<file path="config.mk">
export PLATFORM = sky130hd
export DESIGN_NAME = fmsr_top
export DESIGN_NICKNAME = d
export VERILOG_FILES = /design/src/fmsr_pkg.sv /design/src/fmsr_cap_if.sv /design/src/fmsr_capture.sv /design/src/fmsr_top.sv
export SDC_FILE = /design/constraint.sdc
export NUM_CORES = 1
export LEC_CHECK = 0
export BUFFER_PORTS_ARGS = -buffer_cell sky130_fd_sc_hd__buf_2
export CORE_ASPECT_RATIO = 1.5
export CORE_MARGIN = 5
export CORE_UTILIZATION = 38
export DETAILED_ROUTE_END_ITERATION = 12
export GPL_ROUTABILITY_DRIVEN = 0
export HOLD_SLACK_MARGIN = 0.05
export PLACE_DENSITY_LB_ADDON = 0.12
export RECOVER_POWER = 50
export SLEW_MARGIN = 15
export SYNTH_ARGS = -nofsm -noshare
export SYNTH_HDL_FRONTEND = slang
export SYNTH_SLANG_ARGS = --single-unit
</file>
<file path="constraint.sdc">
create_clock -name clock -period 4.53 [get_ports clock]
set_clock_uncertainty 0.15 [all_clocks]
set_input_delay 1.1325 -clock clock [delete_from_list [all_inputs] [get_ports clock]]
set_output_delay 1.1325 -clock clock [all_outputs]
set_load 0.02 [all_outputs]
</file>
<file path="src/fmsr_pkg.sv">
// Package of constants for the fault mask and status register block
package fmsr_pkg;
    // ************************************************************
    // Widths
    // ************************************************************
    localparam int unsigned DATA_W = 8;
    localparam int unsigned ADDR_W = 8;
    localparam int unsigned NUM_PG = 7;
    localparam int unsigned LIVE_W = 6;

    // ************************************************************
    // Sub-addresses
    // ************************************************************
    localparam logic [ADDR_W-1:0] ADDR_RST_MASK = 8'h0A;
    localparam logic [ADDR_W-1:0] ADDR_IRQ_MASK = 8'h0B;
    localparam logic [ADDR_W-1:0] ADDR_LIVE     = 8'h0C;
    localparam logic [ADDR_W-1:0] ADDR_CAPTURED = 8'h0D;

    // ************************************************************
    // Reset values and fields
    // ************************************************************
    localparam logic [DATA_W-1:0] RST_MASK_INIT = 8'hFF;
    localparam logic [DATA_W-1:0] IRQ_MASK_INIT = 8'h00;
    localparam logic [DATA_W-1:0] CAPTURED_INIT = 8'h00;
    localparam logic [DATA_W-1:0] READ_ZERO     = 8'h00;
    localparam logic [1:0]        LIVE_PAD      = 2'h0;
    localparam int unsigned       PG7_BIT       = 6;
endpackage

</file>
<file path="src/fmsr_cap_if.sv">
// Interface between fault logic and the captured status holder
`timescale 1ns/1ps
interface fmsr_cap_if;
    logic                         capture;
    logic                         clear;
    logic [fmsr_pkg::DATA_W-1:0]  snapshot;
    logic [fmsr_pkg::DATA_W-1:0]  captured;

    modport ctl (
        output capture,
        output clear,
        output snapshot,
        input  captured
    );
    modport cap (
        input  capture,
        input  clear,
        input  snapshot,
        output captured
    );
endinterface

</file>
<file path="src/fmsr_capture.sv">
// Captured fault status holder
`timescale 1ns/1ps
module fmsr_capture (
    input  wire logic clock,
    input  wire logic rst_n,
    fmsr_cap_if.cap   cap_io
);
    typedef struct packed {
        logic [fmsr_pkg::DATA_W-1:0] captured;
    } fmsr_cap_state_t;

    fmsr_cap_state_t st_ff;
    fmsr_cap_state_t nxt_st;

    // ************************************************************
    // Capture and clear
    // ************************************************************
    always_comb begin
        nxt_st = st_ff;
        // capture on event
        // Capture beats a clear in the same cycle so no event is lost
        if (cap_io.capture) begin
            nxt_st.captured = cap_io.snapshot;
        end else if (cap_io.clear) begin
            nxt_st.captured = fmsr_pkg::CAPTURED_INIT;
        end
    end

    always_ff @(posedge clock or negedge rst_n) begin
        if (!rst_n) begin
            st_ff.captured <= fmsr_pkg::CAPTURED_INIT;
        end else begin
            st_ff <= nxt_st;
        end
    end

    assign cap_io.captured = st_ff.captured;
endmodule

</file>
<file path="src/fmsr_top.sv">
// Fault mask and status registers, top level
`timescale 1ns/1ps
module fmsr_top (
    input  wire logic                        clock,
    input  wire logic                        rst_n,
    input  wire logic [fmsr_pkg::NUM_PG-1:0] power_good,
    input  wire logic                        undervoltage_flag,
    input  wire logic                        overtemp_flag,
    input  wire logic                        led_boost_mode,
    input  wire logic                        clear_interrupt_cmd,
    input  wire logic                        reg_wr_en,
    input  wire logic                        reg_rd_en,
    input  wire logic [fmsr_pkg::ADDR_W-1:0] reg_addr,
    input  wire logic [fmsr_pkg::DATA_W-1:0] reg_wr_data,
    output logic      [fmsr_pkg::DATA_W-1:0] reg_rd_data,
    output logic                             reg_rd_valid,
    output logic                             reset_fault_out_n,
    output logic                             interrupt_out_n
);
    typedef struct packed {
        logic [fmsr_pkg::NUM_PG-1:0] pg_meta;
        logic [fmsr_pkg::NUM_PG-1:0] pg_sync;
        logic                        uv_meta;
        logic                        uv_sync;
        logic                        ot_meta;
        logic                        ot_sync;
        logic [fmsr_pkg::DATA_W-1:0] rst_mask;
        logic [fmsr_pkg::DATA_W-1:0] irq_mask;
        logic                        irq_cond;
        logic                        pending;
        logic                        rst_out_n;
        logic                        irq_out_n;
        logic [fmsr_pkg::DATA_W-1:0] rd_data;
        logic                        rd_valid;
    } fmsr_state_t;

    fmsr_state_t st_ff;
    fmsr_state_t nxt_st;

    fmsr_cap_if cap_bus ();

    logic [fmsr_pkg::NUM_PG-1:0] fault;
    logic                        rst_hit;
    logic                        irq_now;
    logic                        irq_event;

    function automatic logic addr_is(input logic [fmsr_pkg::ADDR_W-1:0] a,
                                     input logic [fmsr_pkg::ADDR_W-1:0] want);
        addr_is = (a == want);
    endfunction

    fmsr_capture u_capture (
        .clock  (clock),
        .rst_n  (rst_n),
        .cap_io (cap_bus.cap)
    );

    // ************************************************************
    // Fault routing
    // ************************************************************
    always_comb begin
        // power good low means output below threshold
        fault = ~st_ff.pg_sync;
        // regulator 7 ignored unless boost mode
        fault[fmsr_pkg::PG7_BIT] = fault[fmsr_pkg::PG7_BIT] & led_boost_mode;
        rst_hit = |(fault & st_ff.rst_mask[fmsr_pkg::NUM_PG-1:0]);
        // masked faults pull interrupt low
        // Warning flags always interrupt; they have no mask here
        irq_now = (|(fault & st_ff.irq_mask[fmsr_pkg::NUM_PG-1:0]))
                  | st_ff.uv_sync | st_ff.ot_sync;
        irq_event = irq_now & ~st_ff.irq_cond;
    end

    // snapshot taken on the rising interrupt condition
    assign cap_bus.capture  = irq_event;
    assign cap_bus.clear    = clear_interrupt_cmd;
    // captured layout: flags above power good 6..1
    assign cap_bus.snapshot = {st_ff.uv_sync, st_ff.ot_sync,
                               st_ff.pg_sync[fmsr_pkg::LIVE_W-1:0]};

    // ************************************************************
    // Next state
    // ************************************************************
    always_comb begin
        nxt_st = st_ff;
        // Power good and flag pins are asynchronous, so two flops before any use
        nxt_st.pg_meta  = power_good;
        nxt_st.pg_sync  = st_ff.pg_meta;
        nxt_st.uv_meta  = undervoltage_flag;
        nxt_st.uv_sync  = st_ff.uv_meta;
        nxt_st.ot_meta  = overtemp_flag;
        nxt_st.ot_sync  = st_ff.ot_meta;
        nxt_st.irq_cond = irq_now;
        // pending holds interrupt low until cleared; set wins
        if (irq_event) begin
            nxt_st.pending = 1'b1;
        end else if (clear_interrupt_cmd) begin
            nxt_st.pending = 1'b0;
        end
        nxt_st.rst_out_n = ~rst_hit;
        nxt_st.irq_out_n = ~(irq_now | st_ff.pending);

        if (reg_wr_en && addr_is(reg_addr, fmsr_pkg::ADDR_RST_MASK)) begin
            nxt_st.rst_mask = reg_wr_data;
        end
        if (reg_wr_en && addr_is(reg_addr, fmsr_pkg::ADDR_IRQ_MASK)) begin
            nxt_st.irq_mask = reg_wr_data;
        end
        // status addresses have no write path

        nxt_st.rd_valid = reg_rd_en;
        if (reg_rd_en) begin
            if (addr_is(reg_addr, fmsr_pkg::ADDR_RST_MASK)) begin
                nxt_st.rd_data = st_ff.rst_mask;
            end else if (addr_is(reg_addr, fmsr_pkg::ADDR_IRQ_MASK)) begin
                nxt_st.rd_data = st_ff.irq_mask;
            end else if (addr_is(reg_addr, fmsr_pkg::ADDR_LIVE)) begin
                nxt_st.rd_data = {fmsr_pkg::LIVE_PAD,
                                  st_ff.pg_sync[fmsr_pkg::LIVE_W-1:0]};
            end else if (addr_is(reg_addr, fmsr_pkg::ADDR_CAPTURED)) begin
                nxt_st.rd_data = cap_bus.captured;
            end else begin
                nxt_st.rd_data = fmsr_pkg::READ_ZERO;
            end
        end
    end

    // ************************************************************
    // State register
    // ************************************************************
    always_ff @(posedge clock or negedge rst_n) begin
        if (!rst_n) begin
            // Synchronisers start at good so reset shows no fault
            st_ff.pg_meta   <= '1;
            st_ff.pg_sync   <= '1;
            st_ff.uv_meta   <= 1'b0;
            st_ff.uv_sync   <= 1'b0;
            st_ff.ot_meta   <= 1'b0;
            st_ff.ot_sync   <= 1'b0;
            // reset mask defaults to all ones
            st_ff.rst_mask  <= fmsr_pkg::RST_MASK_INIT;
            st_ff.irq_mask  <= fmsr_pkg::IRQ_MASK_INIT;
            st_ff.irq_cond  <= 1'b0;
            st_ff.pending   <= 1'b0;
            st_ff.rst_out_n <= 1'b1;
            st_ff.irq_out_n <= 1'b1;
            st_ff.rd_data   <= fmsr_pkg::READ_ZERO;
            st_ff.rd_valid  <= 1'b0;
        end else begin
            st_ff <= nxt_st;
        end
    end

    assign reg_rd_data       = st_ff.rd_data;
    assign reg_rd_valid      = st_ff.rd_valid;
    assign reset_fault_out_n = st_ff.rst_out_n;
    assign interrupt_out_n   = st_ff.irq_out_n;

    // ************************************************************
    // Checks
    // ************************************************************
    // Helper: reset mask never written since reset
    logic rmask_fresh_ff;
    always_ff @(posedge clock or negedge rst_n) begin
        if (!rst_n) begin
            rmask_fresh_ff <= 1'b1;
        end else if (reg_wr_en && addr_is(reg_addr, fmsr_pkg::ADDR_RST_MASK)) begin
            rmask_fresh_ff <= 1'b0;
        end
    end
endmodule

</file>
## After elaboration in Yosys (flattened, before gate mapping)

Index checks and enable logic that the tools add are counted.
Widths: inputs -> output; s select.

| word-level totals | value |
|---|---|
| logic and storage cells | 43 |
| bits in registers | 55 |

| operators by class | value |
|---|---|
| equality and inequality tests | 4 |
| bitwise operators | 11 |
| reduce and logical (&&, ||, !) cells | 5 |
| mux-type cells | 8 |

Operator list:

| cell | count |
|---|---|
| $mux 8 | 6 |
| $eq 8x4->1 const B | 4 |
| $and 7x7->7 | 2 |
| $reduce_or 7->1 | 2 |
| $not 7->7 | 1 |
| $not 1->1 | 3 |
| $or 1x1->1 | 3 |
| $and 1x1->1 | 2 |
| $logic_and 1x1->1 | 2 |
| $mux 1 | 2 |
| $reduce_bool 2->1 | 1 |

## Longest topological paths before layout

| depth | value |
|---|---|
| word-level depth | 8 |
| gate-level depth with buffers | 5 |
| gate-level depth less buffers | 4 |

## Hierarchy

A second synthesis with hierarchy kept.

| second synthesis, totals | value |
|---|---|
| cells, all modules | 174 |
| area total of the unflattened synthesis | 2309.7 um^2 |

By module, submodules not included:

| module | area each (um^2) | cells an instance | instances | sequential area each (um^2) |
|---|---|---|---|---|
| fmsr_top | 2008.2 | 156 | 1 | 1206.2 |
| fmsr_capture | 301.5 | 18 | 1 | 200.2 |

## Worst setup path before layout

Ideal clock, no wire load.

| timing path | value |
|---|---|
| kind | input port to flip-flop |
| from | input port reg_addr[5] (netlist name) |
| to | register st_ff[13] (netlist name) |
| buffers on the path | 0 |
| data arrival time | 2.177 ns |
| path slack | 2.078 ns |
| stages on the path | 4 |
| cells stage by stage | nor4_1 > and2_1 > nand4_2 > mux2_2 |

| between the ends | value |
|---|---|
| word-level cells in the longest chain between the ends | 2 |

RTL lines:

| item | RTL line | RTL |
|---|---|---|
| start, declared | fmsr_top.sv:13 | `input wire logic [fmsr_pkg::ADDR_W-1:0] reg_addr,` |
| $eq 8x4->1 | fmsr_top.sv:49 | `addr_is = (a == want);` |
| $logic_and 1x1->1 | fmsr_top.sv:106 | `if (reg_wr_en && addr_is(reg_addr, fmsr_pkg::ADDR_IRQ_MASK)) begin` |
| end signal, assigned | fmsr_top.sv:150 | `st_ff <= nxt_st;` |
| end, declared | fmsr_top.sv:37 | `fmsr_state_t st_ff;` |

Every way passes these cells.
A chain may end at the register's enable or synchronous reset.

==> flow_summary_export.csv <==
group,metric,value,unit
floorplan,ioPinCount,42,
clock_network,cts_num_sinks,55,
floorplan,start_util,39.2,%
synth,ys_async_sr_fraction,100,%
placement,placed_area,2510,um^2
synth,yosys-top-cells-count,"31 x sky130_fd_sc_hd__dfrtp_1, 24 x sky130_fd_sc_hd__dfstp_2, 23 x sky130_fd_sc_hd__mux2_2",
clock_network,clock_latency,300,ps
clock_network,post_cts_resize_count,0,
floorplan,vertical_extent_of_the_die,105,um
status,outcome,"complete, but fails checks",
timing,grt_setup_unrepaired,"no",
clock_network,clock_tree.buffer_depth,2,
synth,yosys_warnings,0,
power,peakVddDrop,202,uV
clock_network,cts_tree,"done",
worst_setup_path,critical_path_arrival,2830,ps
synth,synth-edff-count,0,
timing,max_clock_freq,0.327,GHz
synth,syn_avg_cell_area,12.8,um^2
synth,ys.flop_type,"sky130_fd_sc_hd__dfrtp_1",
timing,finalSetupViolations,0,
global_route,number_of_global_route_vias_before_repair,1594,
synth,synth.cell_area,2290,um^2
worst_setup_path,cp.required,4300,ps
job,drv.max_cap_violation_count,1,
global_route,grt_max_degree,48,
routing,detailroute.via_count,1442,
clock_network,cts-root-buf,"sky130_fd_sc_hd__clkbuf_8",
worst_setup_path,setup.worst_path.class,"in -> async",
worst_setup_path,path_cells,"clkbuf_1",
power,power_density,336,nW/um^2
worst_setup_path,critical_path.endpoint_type,"async pin",
synth,synth_largest_area_cell,"sky130_fd_sc_hd__dfrtp_1",
routing,drt_iter0_markers,78,
status,violations,"capacitance limit, slew limit",
worst_setup_path,worstPathMaxFanout,47,
layout,final-seq-area,1410,um^2
timing,slew-limit-headroom,-59.5,%
routing,routed_wl,4.63,mm
clock_network,tritoncts.num_buffers,5,
synth,synth_cell_type_count,33,
timing,report.final.hold_viol_count,0,
layout,multi_input_comb_area,736,um^2
layout,n_antenna_cell,0,
global_route,groute.usage.overall,12.7,%
power,power.leakage,0.00120,uW
timing,timing_worst_slew_pin_value,2390,ps
global_route,antenna_violations_before_repair,0,
clock_network,clk_pin_slew,90,ps
worst_setup_path,worst_path_dominant_cell_family,"buffers and inverters",
synth,ys_seq_elements,55,
routing,drt-wirelength-per-cell,16.0,um
layout,syn_to_layout_area_delta,13.2,%
synth,synth_largest_type_area_fraction,33.9,%
min_path,min_path_type,"reg -> reg",
worst_setup_path,start_kind,"primary input",
global_route,wire_length_of_the_first_global_routing_pass,7.64,mm
layout,fillerInstances,536,
floorplan,floorplan.die_area,7700,um^2
placement,pre_cts_ws,1590,ps
timing,timing.final.crit_share,67.5,%
layout,final_area,2590,um^2
synth,syn-instance-count,179,
routing,final_antenna_net_count,0,
timing,layout_setup_ws,1470,ps
floorplan,rows,34,
layout,fraction_of_final_layout_cells_sized_beyond_drive_strength_1,44.7,%
routing,viasPerCell,4.99,
floorplan,die_width,73.3,um
layout,layout.nets,247,
synth,synth.yosys.seq_area_share,61.5,%
clock_network,post_cts_hold_buffer_count,0,
synth,post_synth_main_area_contributors,"sky130_fd_sc_hd__dfrtp_1 34%, sky130_fd_sc_hd__dfstp_2 28%, sky130_fd_sc_hd__mux2_2 11%, sky130_fd_sc_hd__inv_1 2.8%, sky130_fd_sc_hd__buf_4 2.6%",
floorplan,fp.coreArea,5830,um^2
global_route,grt_overflow_total,0,
worst_setup_path,worst_path_max_delay_cell,"sky130_fd_sc_hd__clkbuf_1",
timing,timing.final.crit_period,3060,ps
placement,placement.io_buffers,41,
synth,most_repeated_cell_in_the_gate_level_netlist_after_synthesis,"sky130_fd_sc_hd__dfrtp_1",
routing,drcViolationCount,0,
synth,synthesis.nets,210,
timing,fin_setup_tns,0,ps
clock_network,cts_setup_buffers,0,
routing,dr.pass1.iters,4,
worst_setup_path,crit_path_max_incr_delay,1670,ps
placement,hpwl_detailed,3.51,mm
clock_network,cts.htree.levels,2,
worst_setup_path,cp.buffers_inverters,1,
timing,report.final.slew_viol_count,48,
## routing by layer
layer  GRT usage, %  up-vias  wire length [um]
met5              0        -                 0
met4           4.92        0                93
met3           3.75        9               349
met2           21.4       47              2400
met1           14.9      695              1780
li1               -      691                 -
## path summary, 6_finish.rpt
check | startpoint | to | slack (ps) | cells past startpoint
worst max register to register | cap_bus.snapshot[5] | u_capture.cap_io.captured[4] | 2440 | 4
max in group clock | reg_addr[1] | reg_rd_data[6] | 1910 | 5
worst max-delay path | rst_n | st_ff[19] | 1470 | 1
worst min-delay path | nxt_st[38] | cap_bus.snapshot[5] | 210 | 0
worst min register to register | nxt_st[38] | cap_bus.snapshot[5] | 210 | 0
min in group asynchronous | rst_n | st_ff[20] | 1400 | 1
## worst reg2reg max path, stage by stage, from the launching register on
cell and delay (ps):
sky130_fd_sc_hd__dfstp_2 560, sky130_fd_sc_hd__inv_1 70, sky130_fd_sc_hd__a222oi_1 570, sky130_fd_sc_hd__a31oi_4 290, sky130_fd_sc_hd__mux2_2 330
## final cells by class
class | instances | share of cell area, %
Tap cell | 72 | 3.48
Inverter | 18 | 2.61
Timing Repair Buffer | 42 | 8.12
Sequential cell | 55 | 54.3
Clock buffer | 8 | 3.09
Multi-Input combinational cell | 94 | 28.4
## cells by family after synthesis
| logic type | Yosys count | synth area share, % |
|---|---|---|
| muxes | 26 | 12.6 |
| buffers and inverters | 30 | 6.35 |
| AOI/OAI and AO/OA | 33 | 11.3 |
| and+or+nand+nor | 35 | 8.21 |
| DFF | 55 | 61.5 |
## flip-flops by register name, indices dropped and copies added (netlist names)
signal,count
nxt_st,9
u_capture.cap_io.captured,8
cap_bus.snapshot,8
reg_rd_data,8
st_ff,19
reg_rd_valid,1
reset_fault_out_n,1
interrupt_out_n,1
## cell usage in the layout, fill, tap and decap left out, types with 3 or more instances in the layout
cell type / synthesis / final
sky130_fd_sc_hd__inv_1: 17 / 17
sky130_fd_sc_hd__clkbuf_8: 0 / 5
sky130_fd_sc_hd__o21ai_0: 8 / 8
sky130_fd_sc_hd__nand2b_1: 3 / 3
sky130_fd_sc_hd__o32ai_1: 4 / 4
sky130_fd_sc_hd__mux2i_1: 3 / 3
sky130_fd_sc_hd__dfrtp_1: 31 / 31
sky130_fd_sc_hd__a22oi_1: 3 / 3
sky130_fd_sc_hd__nand3_1: 3 / 3
sky130_fd_sc_hd__mux2_2: 23 / 23
sky130_fd_sc_hd__nand2_1: 10 / 10
sky130_fd_sc_hd__nor2b_1: 7 / 7
sky130_fd_sc_hd__nor2_1: 6 / 6
sky130_fd_sc_hd__o2bb2ai_1: 4 / 4
sky130_fd_sc_hd__clkbuf_1: 1 / 5
sky130_fd_sc_hd__o22ai_1: 4 / 4
sky130_fd_sc_hd__dfstp_2: 24 / 24
sky130_fd_sc_hd__buf_2: 2 / 39
## power breakdown
part	internal, uW	total, uW	switching (uW)
sequential	524	539	14.5
combinational	34.6	77.5	42.9
clock	110	254	144
## per-stage QoR
step	utilization [%]	hold slack (ps)	std cells	power (uW)
4_1_cts	44.5	209	289	885
6_report	44.4	207	289	870
3_3_place_gp	43.1	184	281	624
5_1_grt	44.4	217	289	916
3_5_place_dp	43.1	197	281	627
2_1_floorplan	-	181	179	586
Power figures use the tool's default switching activity.
